File: src/dpt_pkg.sv
// Package for the datapath self-test block: register indices, field
// positions, reset values, state encodings and the sample carrier.
// Assumes a 32-bit AXI4-Lite bus where each register index is one word.
package dpt_pkg;

  // Register indices; byte address is four times the index
  localparam logic [9:0] IDX_SEQ_CTRL   = 10'h14B;
  localparam logic [9:0] IDX_ERR_REAL   = 10'h14C;
  localparam logic [9:0] IDX_ERR_IMAG   = 10'h14D;
  localparam logic [9:0] IDX_CONST_HIGH = 10'h14E;
  localparam logic [9:0] IDX_CONST_LOW  = 10'h14F;
  localparam logic [9:0] IDX_DIGITAL_TEST_CONTROL   = 10'h150;
  localparam logic [9:0] IDX_DECODER    = 10'h151;
  localparam logic [9:0] IDX_IRQ_STATUS = 10'h160;
  localparam logic [9:0] IDX_IRQ_MASK   = 10'h161;

  // Sequence checker control fields
  localparam int BIT_CHK_ENABLE  = 0;
  localparam int BIT_CNT_CLEAR   = 1;
  localparam int BIT_POLY_SELECT = 2;
  localparam int BIT_INV_REAL    = 3;
  localparam int BIT_INV_IMAG    = 4;
  localparam int BIT_OK_REAL     = 6;
  localparam int BIT_OK_IMAG     = 7;
  localparam logic [4:0] SEQ_CTRL_RESET = 5'h10;

  // Digital test control fields
  localparam int BIT_DIG_SPARE   = 0;
  localparam int BIT_CONST_EN    = 1;

  // Interrupt status bits
  localparam int BIT_IRQ_ERR_REAL = 0;
  localparam int BIT_IRQ_ERR_IMAG = 1;

  // Polynomial taps, counted back from the newest bit
  localparam int TAP7_A  = 6;
  localparam int TAP7_B  = 7;
  localparam int TAP15_A = 14;
  localparam int TAP15_B = 15;

  localparam int SAMPLE_WIDTH = 16;
  localparam int HIST_WIDTH   = 15;

  localparam logic [1:0] RESP_OKAY   = 2'h0;
  localparam logic [1:0] RESP_SLVERR = 2'h2;
  localparam logic [7:0] COUNT_MAX   = 8'hFF;

  // Bus channel states
  typedef enum logic [1:0] {
    CH_IDLE = 2'b00,
    CH_RESP = 2'b01
  } dpt_chan_state_type;

  // One converter sample pair
  typedef struct packed {
    logic                    valid;
    logic [SAMPLE_WIDTH-1:0] re;
    logic [SAMPLE_WIDTH-1:0] im;
  } dpt_sample_type;

endpackage : dpt_pkg

File: src/dpt_seq_source.sv
// Far-side model: link transmitter logic sending sequence test words.
// Assumes the bench pulses start for one cycle and waits for busy to drop.
`timescale 1ns/1ps
module dpt_seq_source
  import dpt_pkg::*;
(
  // Clock and reset
  input  wire logic       aclk,
  input  wire logic       aresetn,
  // Command from the bench
  input  wire logic       start,
  input  wire logic [7:0] n_words,
  input  wire logic       poly,
  input  wire logic       inv_re,
  input  wire logic       inv_im,
  input  wire logic       err_re,
  input  wire logic       err_im,
  // Stream into the block
  output dpt_sample_type  sample,
  output logic            busy
);
  logic [14:0] hist;
  logic [7:0]  left;
  logic [30:0] nxt;
  logic        last;

  // Sixteen sequence bits per word, oldest in the MSB
  function automatic logic [30:0] step(input logic [14:0] h, input logic p);
    logic [15:0] w;
    logic        b;
    w = 16'h0000;
    for (int i = 0; i < 16; i++)
    begin
      b = p ? (h[13] ^ h[14]) : (h[5] ^ h[6]);
      w = {w[14:0], b};
      h = {h[13:0], b};
    end
    return {h, w};
  endfunction : step

  assign nxt  = step(hist, poly);
  assign last = (left == 8'h01);

  // unbroken sequence on both lanes
  // A flipped MSB in the last word upsets that word only, for either length
  always_ff @(posedge aclk)
  begin
    if (!aresetn)
    begin
      hist   <= 15'h0001;
      left   <= 8'h00;
      busy   <= 1'b0;
      sample <= '0;
    end
    else if (start && !busy)
    begin
      left <= n_words;
      busy <= 1'b1;
    end
    else if (left != 8'h00)
    begin
      sample.valid <= 1'b1;
      sample.re    <= nxt[15:0] ^ {16{inv_re}} ^ {last && err_re, 15'h0000};
      sample.im    <= nxt[15:0] ^ {16{inv_im}} ^ {last && err_im, 15'h0000};
      hist         <= nxt[30:16];
      left         <= left - 8'h01;
    end
    else
    begin
      // Idle lanes toggle so stale data never looks valid
      sample.valid <= 1'b0;
      sample.re    <= ~sample.re;
      sample.im    <= ~sample.im;
      busy         <= 1'b0;
    end
  end
endmodule : dpt_seq_source

File: config.mk
export PLATFORM = sky130hd
export DESIGN_NAME = dpt_seq_source
export DESIGN_NICKNAME = d
export VERILOG_FILES = /design/src/dpt_pkg.sv /design/src/dpt_seq_source.sv
export SDC_FILE = /design/constraint.sdc
export NUM_CORES = 1
export LEC_CHECK = 0
export ABC_AREA = 1
export BUFFER_PORTS_ARGS = -buffer_cell sky130_fd_sc_hd__buf_4
export CAP_MARGIN = 40
export CORE_MARGIN = 4
export CORE_UTILIZATION = 55
export DETAILED_ROUTE_END_ITERATION = 8
export PLACE_DENSITY = 0.77
export RECOVER_POWER = 25
export SLEW_MARGIN = 0
export SYNTH_ARGS = -nofsm -noshare
export SYNTH_HDL_FRONTEND = slang
export SYNTH_SLANG_ARGS = --single-unit
File: constraint.sdc
create_clock -name aclk -period 2.9 [get_ports aclk]
set_input_delay 0.58 -clock aclk [delete_from_list [all_inputs] [get_ports aclk]]
set_output_delay 0.58 -clock aclk [all_outputs]
set_load 0.01 [all_outputs]
==> flow_summary.json, run 1 <==
{
  "min-delay-start": "start",
  "worst_r2r_end": "sample[22]$_SDFFE_PN0N_",
  "internal-power_uw": 2460,
  "drtPass1Iterations": 5,
  "floorplan.rows": 28,
  "timing.critical_path.max_delay_family": "buffers and inverters",
  "run_status": "finished clean",
  "proportion_of_synthesized_chip_area_in_sequential_cells": 0.332,
  "clock_tree.buffer_depth": 2,
  "coreArea_mm2": 0.00599,
  "power.net_switching_uw": 2210,
  "boundaryPins": 50,
  "grt_start_max_net_pins": 39,
  "detailed_route_wire_length_mm": 9.01,
  "fp.dieArea_mm2": 0.00758,
  "slew_violations": 0,
  "netlist_area_mm2": 0.00344,
  "finalNetCount": 570,
  "antenna_found_initial": 0,
  "setup_tns_ns": 0,
  "viasPerCell": 5.37,
  "slowest_delay_ns": 0.38,
  "drv_cap": 0,
  "hold_bufs_inserted_after_cts": 0,
  "cts-buffers-inserted": 9,
  "groute.usage.overall": 0.244,
  "crit_path_max_fanout": 38,
  "setup.worst_path.end_class": "flip-flop",
  "timing.rr.start": "left[0]$_SDFFE_PN0P_",
  "setup.worst_path.class": "reg2reg",
  "route.antenna.remaining_nets": 0,
  "timing.hold.worst_endpoint": "busy$_SDFFE_PN0N_",
  "gpl.final_weighted_congestion": 0.947,
  "area_growth_syn_to_layout_pct": 13.0,
  "initial_core_util": 0.574,
  "multi_input_gate_area_in_the_final_layout_mm2": 0.00197,
  "critical_path_buf_inv_count": 4,
  "critical_path.startpoint_type": "flip-flop",
  "tritoncts": "yes",
  "cts.repair.resized": 0,
  "final_min_period_over_clock_period": 0.729,
  "htree_num_levels": 3,
  "critPathSlowestCell": "sky130_fd_sc_hd__nor2_4",
  "grt_pass1_wl_mm": 14.4,
  "post_cts.repair.setup_buffers": 0,
  "routedLengthMet1_mm": 4.18,
  "drt_iter0_drc": 206,
  "report.final.setup_viol": 0,
  "route.detailed.wl_per_inst_um": 14.3,
  "path_cells": "inv_1 > ha_1 > nand3_1 > inv_2 > nor2_4 > buf_12 > inv_2 > a21oi_1 > o21ai_0 > a21oi_1",
  "hold_path.class": "in2reg",
  "worstMarginPinSlew_ns": 0.816,
  "route.met2.wl_mm": 4.02,
  "clk_pin_slew_worst_paths_ns": 0.07,
  "number_of_global_route_vias_before_repair": 2970,
  "max_freq_mhz": 473,
  "power_frac_seq": 0.300,
  "num-fill-cells": 572,
  "crit_required_ns": 3.18,
  "power.leakage_uw": 0.00175,
  "wl_met3_um": 653,
  "num_antenna_cells": 0,
  "final_layout_size_suffix_gt1_frac": 0.162,
  "worst_vdd_rail_ir_drop_v": 0.000646,
  "power.clock.fraction": 0.158,
  "clock_sinks": 57,
  "synthesized_netlist_net_count": 532,
  "layout.area.seq_mm2": 0.00114,
  "clk-insertion-delay-late_ns": 0.35,
  "vias": 3387,
  "floorplan.die.width_um": 87.1,
  "maxUsedRoutingLayer": "met4",
  "synthesis.yosys.warnings": 0,
  "timing.clock.skew_ns": 0.00805,
  "netlist-cell-type-count": 35,
  "worstRegToRegCells": 10,
  "drc": 0,
  "root_buffer_cell": "sky130_fd_sc_hd__clkbuf_8",
  "floorplan.die.height_um": 87.1,
  "hpwl_mm": 6.56,
  "max-slew-margin-rel": 0.456,
  "regToRegSetupSlack_ns": 0.78,
  "hold_ws_ns": 0.468,
  "syn-instance-count": 513,
  "arrival_time_of_the_worst_setup_path_ns": 2.40,
  "power_density_mw_per_mm2": 1200,
  "comb_power_share": 0.542,
  "unrepaired_setup_endpoints_after_global_routing": "false",
  "min_period_ns": 2.12,
  "finalHoldViolations": 0,
  "synth.ff_latch_count": 57,
  "sw_frac_of_total": 0.474,
  "port-buffer-count": 49,
  "syn_avg_cell_area_um2": 6.70,
  "gr-total-overflow": 0,
  "whs_path_depth": 3
}
## synthesized netlist by cell type (all sizes together)
master | instances | area share
xnor2 | 7 | 0.018
a21oi | 51 | 0.079
nor3 | 2 | 0.0044
a31oi | 4 | 0.0073
clkbuf | 10 | 0.017
nand2 | 174 | 0.20
a22oi | 1 | 0.0022
dlygate4sd1 | 2 | 0.0051
o211ai | 5 | 0.011
xor2 | 8 | 0.020
a211oi | 1 | 0.0036
a2bb2oi | 1 | 0.0025
nand3 | 59 | 0.099
buf | 17 | 0.036
o21ai | 51 | 0.075
inv | 34 | 0.037
nor2 | 16 | 0.020
ha | 3 | 0.011
clkinv | 1 | 0.0011
dfxtp | 57 | 0.33
or2 | 5 | 0.0091
nand4 | 4 | 0.0073
## power by group through the flow
stage / registers (µW) / clock network (µW) / logic [µW]
after global routing: 1460 / 784 / 2820
after CTS: 1400 / 746 / 2620
final: 1400 / 738 / 2530
after floorplan: 1470 / 0 / 1780
after global placement: 1410 / 0 / 2550
after detailed placement: 1410 / 0 / 2610
## logic make-up after synthesis
logic type / share of synthesized area
adder cells (fa/ha/maj): 0.0109
AO/OA/AOI/OAI: 0.181
AND/OR/NAND/NOR: 0.343
XOR/XNOR: 0.0382
flip-flops: 0.332
buffers and inverters: 0.0957
## flip-flops by register name (all words and copies together) (netlist names)
signal	count
left	8
busy	1
sample	33
hist	15
## through the flow
step	instance area (µm²)	instances	util	setup WS [ns]	power, µW
6_report	3880	631	0.648	0.784	4670
3_5_place_dp	3770	615	0.629	0.591	4020
4_1_cts	3970	631	0.662	0.795	4770
2_1_floorplan	3440	513	-	1.20	3240
5_1_grt	3880	631	0.648	0.603	5060
3_3_place_gp	3750	614	0.625	0.403	3950
## layout make-up
cell class	count	area share
multi-input combinational	392	0.506
clock inverter	3	0.00580
tap	75	0.0242
timing repair buffer	56	0.0902
sequential	57	0.294
clock buffer	13	0.0461
inverter	35	0.0338
## layout by cell type (no fill, tap or decap), drive strengths merged, types with 7 or more instances in the layout
cell	count
xnor2	7
nor2	16
o21ai	51
clkbuf	35
dfxtp	57
xor2	8
nand2	174
a21oi	51
inv	34
buf	34
nand3	59
## layer usage
layer | GRT usage | vias to the layer above
li1 | - | 1767
met5 | 0 | -
met4 | 0.102 | 0
met1 | 0.338 | 1494
met2 | 0.370 | 112
met3 | 0.0464 | 14
## worst min-delay path, cell delays in order
cell	delay, ns
sky130_fd_sc_hd__buf_4	0.09
sky130_fd_sc_hd__nor2_1	0.03
sky130_fd_sc_hd__nor2_1	0.08
## worst max-delay path by stage
stage / startpoint / slack [ns] / cells after the start / to
final: left[0]$_SDFFE_PN0P_ / 0.78 / 10 / sample[22]$_SDFFE_PN0N_
after global routing: left[0]$_SDFFE_PN0P_ / 0.60 / 10 / sample[22]$_SDFFE_PN0N_
after CTS: left[0]$_SDFFE_PN0P_ / 0.79 / 10 / sample[22]$_SDFFE_PN0N_
after detailed placement: poly / 0.59 / 13 / sample[16]$_SDFFE_PN0N_
after global placement: start / 0.40 / 8 / sample[5]$_SDFFE_PN0N_
after floorplan: start / 1.20 / 8 / sample[1]$_SDFFE_PN0N_
No activity file was read; power rests on OpenSTA's default activity.
==> run 2: changes to the inputs <==
Settings changed: ABC_AREA 1 to 0, CORE_UTILIZATION 55 to 52.
Clock period 2.9 ns to 1.9 ns, I/O delays scaled along.
==> flow_summary.json, run 2 <==
{
  "num-fill-cells": 565,
  "synth-edff-count": 0,
  "antenna_found_initial": 0,
  "gpl.final_weighted_congestion": 0.820,
  "synth.most_common_cell": "sky130_fd_sc_hd__dfxtp_1",
  "critPathLaunch": "left[1]$_SDFFE_PN0P_",
  "worstMarginPinSlew_ns": 0.459,
  "arrival_time_of_the_worst_setup_path_ns": 2.04,
  "proportion_of_synthesized_chip_area_in_sequential_cells": 0.332,
  "clock_sinks": 57,
  "clock_tree.buffer_depth": 2,
  "synthesized_netlist_net_count": 434,
  "synth.cells.most_frequent": "57 x sky130_fd_sc_hd__dfxtp_1, 45 x sky130_fd_sc_hd__a21oi_1, 44 x sky130_fd_sc_hd__nor2_1",
  "cts-buffers-inserted": 9,
  "drt_iter0_drc": 203,
  "synthesis.yosys.warnings": 0,
  "drtPass1Iterations": 4,
  "run_status": "finished clean",
  "grt_pass1_wl_mm": 13.6,
  "floorplan.die.height_um": 89.3,
  "regToRegSetupSlack_ns": 0.09,
  "grt_start_max_net_pins": 31,
  "groute.usage.overall": 0.218,
  "drc": 0,
  "critical_path.startpoint_type": "flip-flop",
  "finalHoldViolations": 0,
  "netlist-cell-type-count": 46,
  "power.leakage_uw": 0.00166,
  "initial_core_util": 0.538,
  "hpwl_mm": 6.02,
  "syn-instance-count": 415,
  "placement.cell_area_mm2": 0.00396,
  "netlist_area_mm2": 0.00343,
  "timing.clock.skew_ns": 0.00518,
  "route.antenna.remaining_nets": 0,
  "htree_num_levels": 3,
  "root_buffer_cell": "sky130_fd_sc_hd__clkbuf_8",
  "tritoncts": "yes",
  "regMostFlops": "sample",
  "coreArea_mm2": 0.00639,
  "port-buffer-count": 49,
  "floorplan.rows": 29,
  "gr-total-overflow": 0,
  "vias": 3097,
  "final_layout_size_suffix_gt1_frac": 0.184,
  "boundaryPins": 50,
  "num_antenna_cells": 0,
  "largest_register_ff_count": 33,
  "worstRegToRegCells": 7,
  "finalNetCount": 486,
  "drv_cap": 0,
  "crit_path_max_fanout": 8,
  "place_worst_setup_slack_ns": -0.0173,
  "syn_avg_cell_area_um2": 8.27,
  "yosys.area.top_type_share": 0.332,
  "report.final.setup_viol": 0,
  "clk-insertion-delay-late_ns": 0.33,
  "worst_r2r_end": "sample[0]$_SDFFE_PN0N_",
  "synth.top_cells.by_area": "sky130_fd_sc_hd__dfxtp_1 33%, sky130_fd_sc_hd__xnor2_1 9.4%, sky130_fd_sc_hd__a21oi_1 6.6%",
  "whs_path_depth": 3,
  "dp.cells": 532,
  "setup.worst_path.end_class": "flip-flop",
  "hold_path.class": "in2reg",
  "slew_violations": 0,
  "post_layout_nonfiller_instances": 549,
  "viasPerCell": 5.64,
  "area_growth_syn_to_layout_pct": 20.1,
  "synth.ff_latch_count": 57,
  "route.detailed.wl_per_inst_um": 15.2,
  "synth_flop_cell": "sky130_fd_sc_hd__dfxtp_1",
  "power_density_mw_per_mm2": 1650,
  "clk_pin_slew_worst_paths_ns": 0.07,
  "setup.worst_path.class": "reg2reg",
  "number_of_global_route_vias_before_repair": 2953,
  "final_min_period_over_clock_period": 0.955,
  "hold_ws_ns": 0.294,
  "worst_vdd_rail_ir_drop_v": 0.00102,
  "final_common_cell": "sky130_fd_sc_hd__dfxtp_1",
  "final.setup.worst_slack_ns": 0.0863,
  "crit_required_ns": 2.13,
  "timing.rr.start": "left[1]$_SDFFE_PN0P_",
  "max_freq_mhz": 551,
  "report.power.total_uw": 6800,
  "fp.dieArea_mm2": 0.00797,
  "asyncSetResetFlopFracSynth": 0,
  "floorplan.die.width_um": 89.3,
  "layout_top_registers": "sample (33), hist (15), left (8)",
  "max-slew-margin-rel": 0.685,
  "final_design_area_no_fill_mm2": 0.00412,
  "min_period_ns": 1.81,
  "mostFrequentLayoutCells": "57 x sky130_fd_sc_hd__dfxtp_1, 53 x sky130_fd_sc_hd__buf_4, 45 x sky130_fd_sc_hd__a21oi_1, 43 x sky130_fd_sc_hd__nor2_1, 39 x sky130_fd_sc_hd__nand2_1",
  "critPathCapture": "sample[0]$_SDFFE_PN0N_",
  "synth_area_leader_cell": "sky130_fd_sc_hd__dfxtp_1",
  "detailed_route_wire_length_mm": 8.35
}
-- run 2: changes by cell type after synthesis, sizes merged, moves of 5 or more --
cell and change:
a21oi -6, nor3 +29, a221oi +14, xnor3 +5
nand2 -134, xnor2 +31, o21ai -37, and2 +11
nor2 +28, inv -27, clkbuf +10, nand3 -56
mux2i +20
-- run 2: logic make-up (layout without fill, tap and decap cells) --
logic type,count (synthesis),after routing,synth area share
flip-flops,57,57,0.332
multiplexers,21,21,0.0663
XOR/XNOR,50,50,0.160
buffers and inverters,44,101,0.0601
adder cells (fa/ha/maj),3,3,0.0109
AO/OA/AOI/OAI,98,98,0.180
AND/OR/NAND/NOR,142,142,0.191
-- run 2: critical path, cell delays in order, from the launching register on --
cell and delay [ns]:
sky130_fd_sc_hd__dfxtp_1 0.31, sky130_fd_sc_hd__inv_1 0.10, sky130_fd_sc_hd__ha_1 0.18, sky130_fd_sc_hd__nor4b_4 0.23
sky130_fd_sc_hd__and2_4 0.25, sky130_fd_sc_hd__o31ai_1 0.09, sky130_fd_sc_hd__a211o_1 0.28, sky130_fd_sc_hd__a32o_1 0.25
-- run 2: worst min-delay path by stage --
| stage | start | slack [ns] | endpoint |
|---|---|---|---|
| final | n_words[0] | 0.29 | left[0]$_SDFFE_PN0P_ |
| after floorplan | hist[7]$_SDFFE_PN0P_ | 0.46 | hist[7]$_SDFFE_PN0P_ |
| after global placement | sample[32]$_SDFFE_PN0N_ | 0.45 | sample[32]$_SDFFE_PN0N_ |
| after CTS | n_words[0] | 0.28 | left[0]$_SDFFE_PN0P_ |
| after detailed placement | sample[32]$_SDFFE_PN0N_ | 0.45 | sample[32]$_SDFFE_PN0N_ |
| after global routing | n_words[6] | 0.30 | left[6]$_SDFFE_PN0P_ |
-- run 2: layer usage --
metal  vias to the layer above  wire (µm)  global-route usage
met4                         0         67              0.0622
met1                      1451       3660               0.273
li1                       1551          -                   -
met2                        88       4130               0.374
met3                         7        491              0.0488
met5                         -          0                   0
-- run 2: layout make-up --
type,count,area (µm²),share of cell area
Multi-Input combinational cell,314,2110,0.513
Clock inverter,6,82.6,0.0200
Timing Repair Buffer,78,536,0.130
Sequential cell,57,1140,0.277
Clock buffer,10,128,0.0309
Tap cell,77,96.3,0.0234
Inverter,7,26.3,0.00637
-- run 2: power by group --
part           internal (µW)  total (µW)  switching [µW]  leakage [µW]
Clock                    731        1230             494      0.000106
Sequential              1610        2020             412      0.000471
Combinational           1720        3550            1830       0.00109
Total                   4060        6800            2740       0.00166
-- run 2: what timing repair did --
action                                  4_1_cts  5_1_grt
endpoints found under the setup margin        6       23
endpoints found under the hold margin         0        0
resized for setup                             2        5
setup buffers                                 0        1
hold buffers                                  0        0
-- run 2: metrics by stage --
| stage | util | setup TNS, ns |
|---|---|---|
| after global routing | 0.646 | -0.0227 |
| after floorplan | - | 0 |
| after detailed placement | 0.620 | -0.0234 |
| after CTS | 0.654 | 0 |
| final | 0.646 | 0 |
| after global placement | 0.620 | 0 |
==> run 3: changes to the inputs <==
Settings changed: CTS_CLUSTER_SIZE set to 10, PLACE_DENSITY 0.77 to unset, PLACE_DENSITY_LB_ADDON set to 0.1.
==> flow_summary.json, run 3 (synthesized netlist as in run 2, its figures left out) <==
{
  "run_status": "finished clean",
  "setup.worst_path.class": "reg2reg",
  "groute.usage.overall": 0.225,
  "timing.clock.skew_ns": 0.00723,
  "worstMarginPinSlew_ns": 0.455,
  "vias": 3078,
  "cts-buffers-inserted": 9,
  "grt_start_max_net_pins": 49,
  "regMostFlops": "sample",
  "hold_path.class": "in2reg",
  "fp.dieArea_mm2": 0.00797,
  "path_cells": "inv_1 > ha_1 > nor4b_2 > nand2_1 > o2111a_1 > a211o_1 > a32o_1",
  "port-buffer-count": 49,
  "drc": 0,
  "num-fill-cells": 584,
  "hold_bufs_inserted_after_cts": 0,
  "power.clock.fraction": 0.186,
  "clock_sinks": 57,
  "floorplan.rows": 29,
  "root_buffer_cell": "sky130_fd_sc_hd__clkbuf_8",
  "power_density_mw_per_mm2": 1640,
  "gpl.final_weighted_congestion": 0.816,
  "sw_frac_of_total": 0.394,
  "power.leakage_uw": 0.00168,
  "post_layout_nonfiller_instances": 551,
  "clk-insertion-delay-late_ns": 0.35,
  "whs_path_depth": 3,
  "clock_tree.buffer_depth": 2,
  "max_freq_mhz": 566,
  "number_of_global_route_vias_before_repair": 2916,
  "critical_path.startpoint_type": "flip-flop",
  "initial_core_util": 0.538,
  "crit_path_max_fanout": 5,
  "internal-power_uw": 4140,
  "setup_tns_ns": 0,
  "critPathSlowestCell": "sky130_fd_sc_hd__dfxtp_1",
  "drv_cap": 0,
  "arrival_time_of_the_worst_setup_path_ns": 2.00,
  "slowest_delay_ns": 0.31,
  "crit_required_ns": 2.14,
  "hpwl_mm": 5.81,
  "gr-total-overflow": 0,
  "area_growth_syn_to_layout_pct": 21.1,
  "min_period_ns": 1.77,
  "worstRegToRegCells": 7,
  "route.antenna.remaining_nets": 0,
  "final_min_period_over_clock_period": 0.930,
  "final_common_cell": "sky130_fd_sc_hd__dfxtp_1",
  "detailed_route_wire_length_mm": 8.27,
  "report.final.setup_viol": 0,
  "htree_num_levels": 3,
  "max-slew-margin-rel": 0.688,
  "boundaryPins": 50,
  "mostFrequentLayoutCells": "57 x sky130_fd_sc_hd__dfxtp_1, 55 x sky130_fd_sc_hd__buf_4, 45 x sky130_fd_sc_hd__a21oi_1, 43 x sky130_fd_sc_hd__nor2_1, 39 x sky130_fd_sc_hd__nand2_1",
  "antenna_found_initial": 0,
  "worst_vdd_rail_ir_drop_v": 0.000869,
  "dp.cells": 534,
  "layout_top_registers": "sample (33), hist (15), left (8)",
  "setup.worst_path.end_class": "flip-flop",
  "floorplan.die.height_um": 89.3,
  "drt_iter0_drc": 139,
  "comb_power_share": 0.520,
  "finalHoldViolations": 0,
  "final_layout_size_suffix_gt1_frac": 0.192,
  "floorplan.die.width_um": 89.3,
  "power.net_switching_uw": 2700,
  "clk_pin_slew_worst_paths_ns": 0.06,
  "route.detailed.wl_per_inst_um": 15.0,
  "power_frac_seq": 0.294,
  "num_antenna_cells": 0,
  "slew_violations": 0,
  "finalNetCount": 488,
  "unrepaired_setup_endpoints_after_global_routing": "false",
  "coreArea_mm2": 0.00639,
  "tritoncts": "yes",
  "largest_register_ff_count": 33,
  "viasPerCell": 5.59,
  "drtPass1Iterations": 4,
  "grt_pass1_wl_mm": 13.8
}
-- run 3: stage by stage --
step	setup WS, ns	hold slack, ns	utilization	power (µW)	area [µm²]
after detailed placement	0.0223	0.456	0.625	5680	3990
after floorplan	0.0700	0.461	-	4580	3430
after global placement	0.0747	0.449	0.625	5600	3990
after global routing	0.00115	0.278	0.651	7400	4160
final	0.133	0.285	0.651	6840	4160
after CTS	0.0772	0.275	0.660	6990	4220
-- run 3: layer usage --
layer	up-vias	track usage	wire length [µm]
li1	1555	-	-
met1	1451	0.287	3800
met2	60	0.373	3930
met3	12	0.0636	411
met4	0	0.0609	119
met5	-	0	0
-- run 3: power by group through the flow --
stage	clock network [µW]	registers [µW]	logic, µW
finish	1270	2010	3560
CTS	1310	2010	3670
global route	1360	2070	3970
global placement	0	2020	3580
floorplan	0	2040	2540
detailed placement	0	2040	3650
-- run 3: worst paths after layout --
path | from | end | slack [ns]
max | left[0]$_SDFFE_PN0P_ | sample[0]$_SDFFE_PN0N_ | 0.13
min | n_words[3] | left[3]$_SDFFE_PN0P_ | 0.29
max reg2reg | left[0]$_SDFFE_PN0P_ | sample[0]$_SDFFE_PN0N_ | 0.13
min reg2reg | sample[32]$_SDFFE_PN0N_ | sample[32]$_SDFFE_PN0N_ | 0.46
-- run 3: layout make-up --
type / instances / area [µm²] / area share
clock inverter: 1 / 30.0 / 0.00722
inverter: 7 / 26.3 / 0.00632
multi-input combinational: 314 / 2110 / 0.508
tap: 77 / 96.3 / 0.0232
clock buffer: 15 / 196 / 0.0472
timing repair buffer: 80 / 556 / 0.134
sequential: 57 / 1140 / 0.274
-- run 3: timing repair --
action | in CTS | in global routing
setup buffers | 0 | 1
pin swaps | 0 | 0
cloned | 0 | 0
gates resized for setup | 1 | 4
endpoints found under the setup margin | 1 | 10
-- run 3: worst max-delay path, delay by kind of cell, from the launching register on --
kind	cells	cell delay, ns
flops	1	0.31
compound gates	3	0.68
buf+inv	1	0.07
fa+ha+maj	1	0.15
simple gates	2	0.44
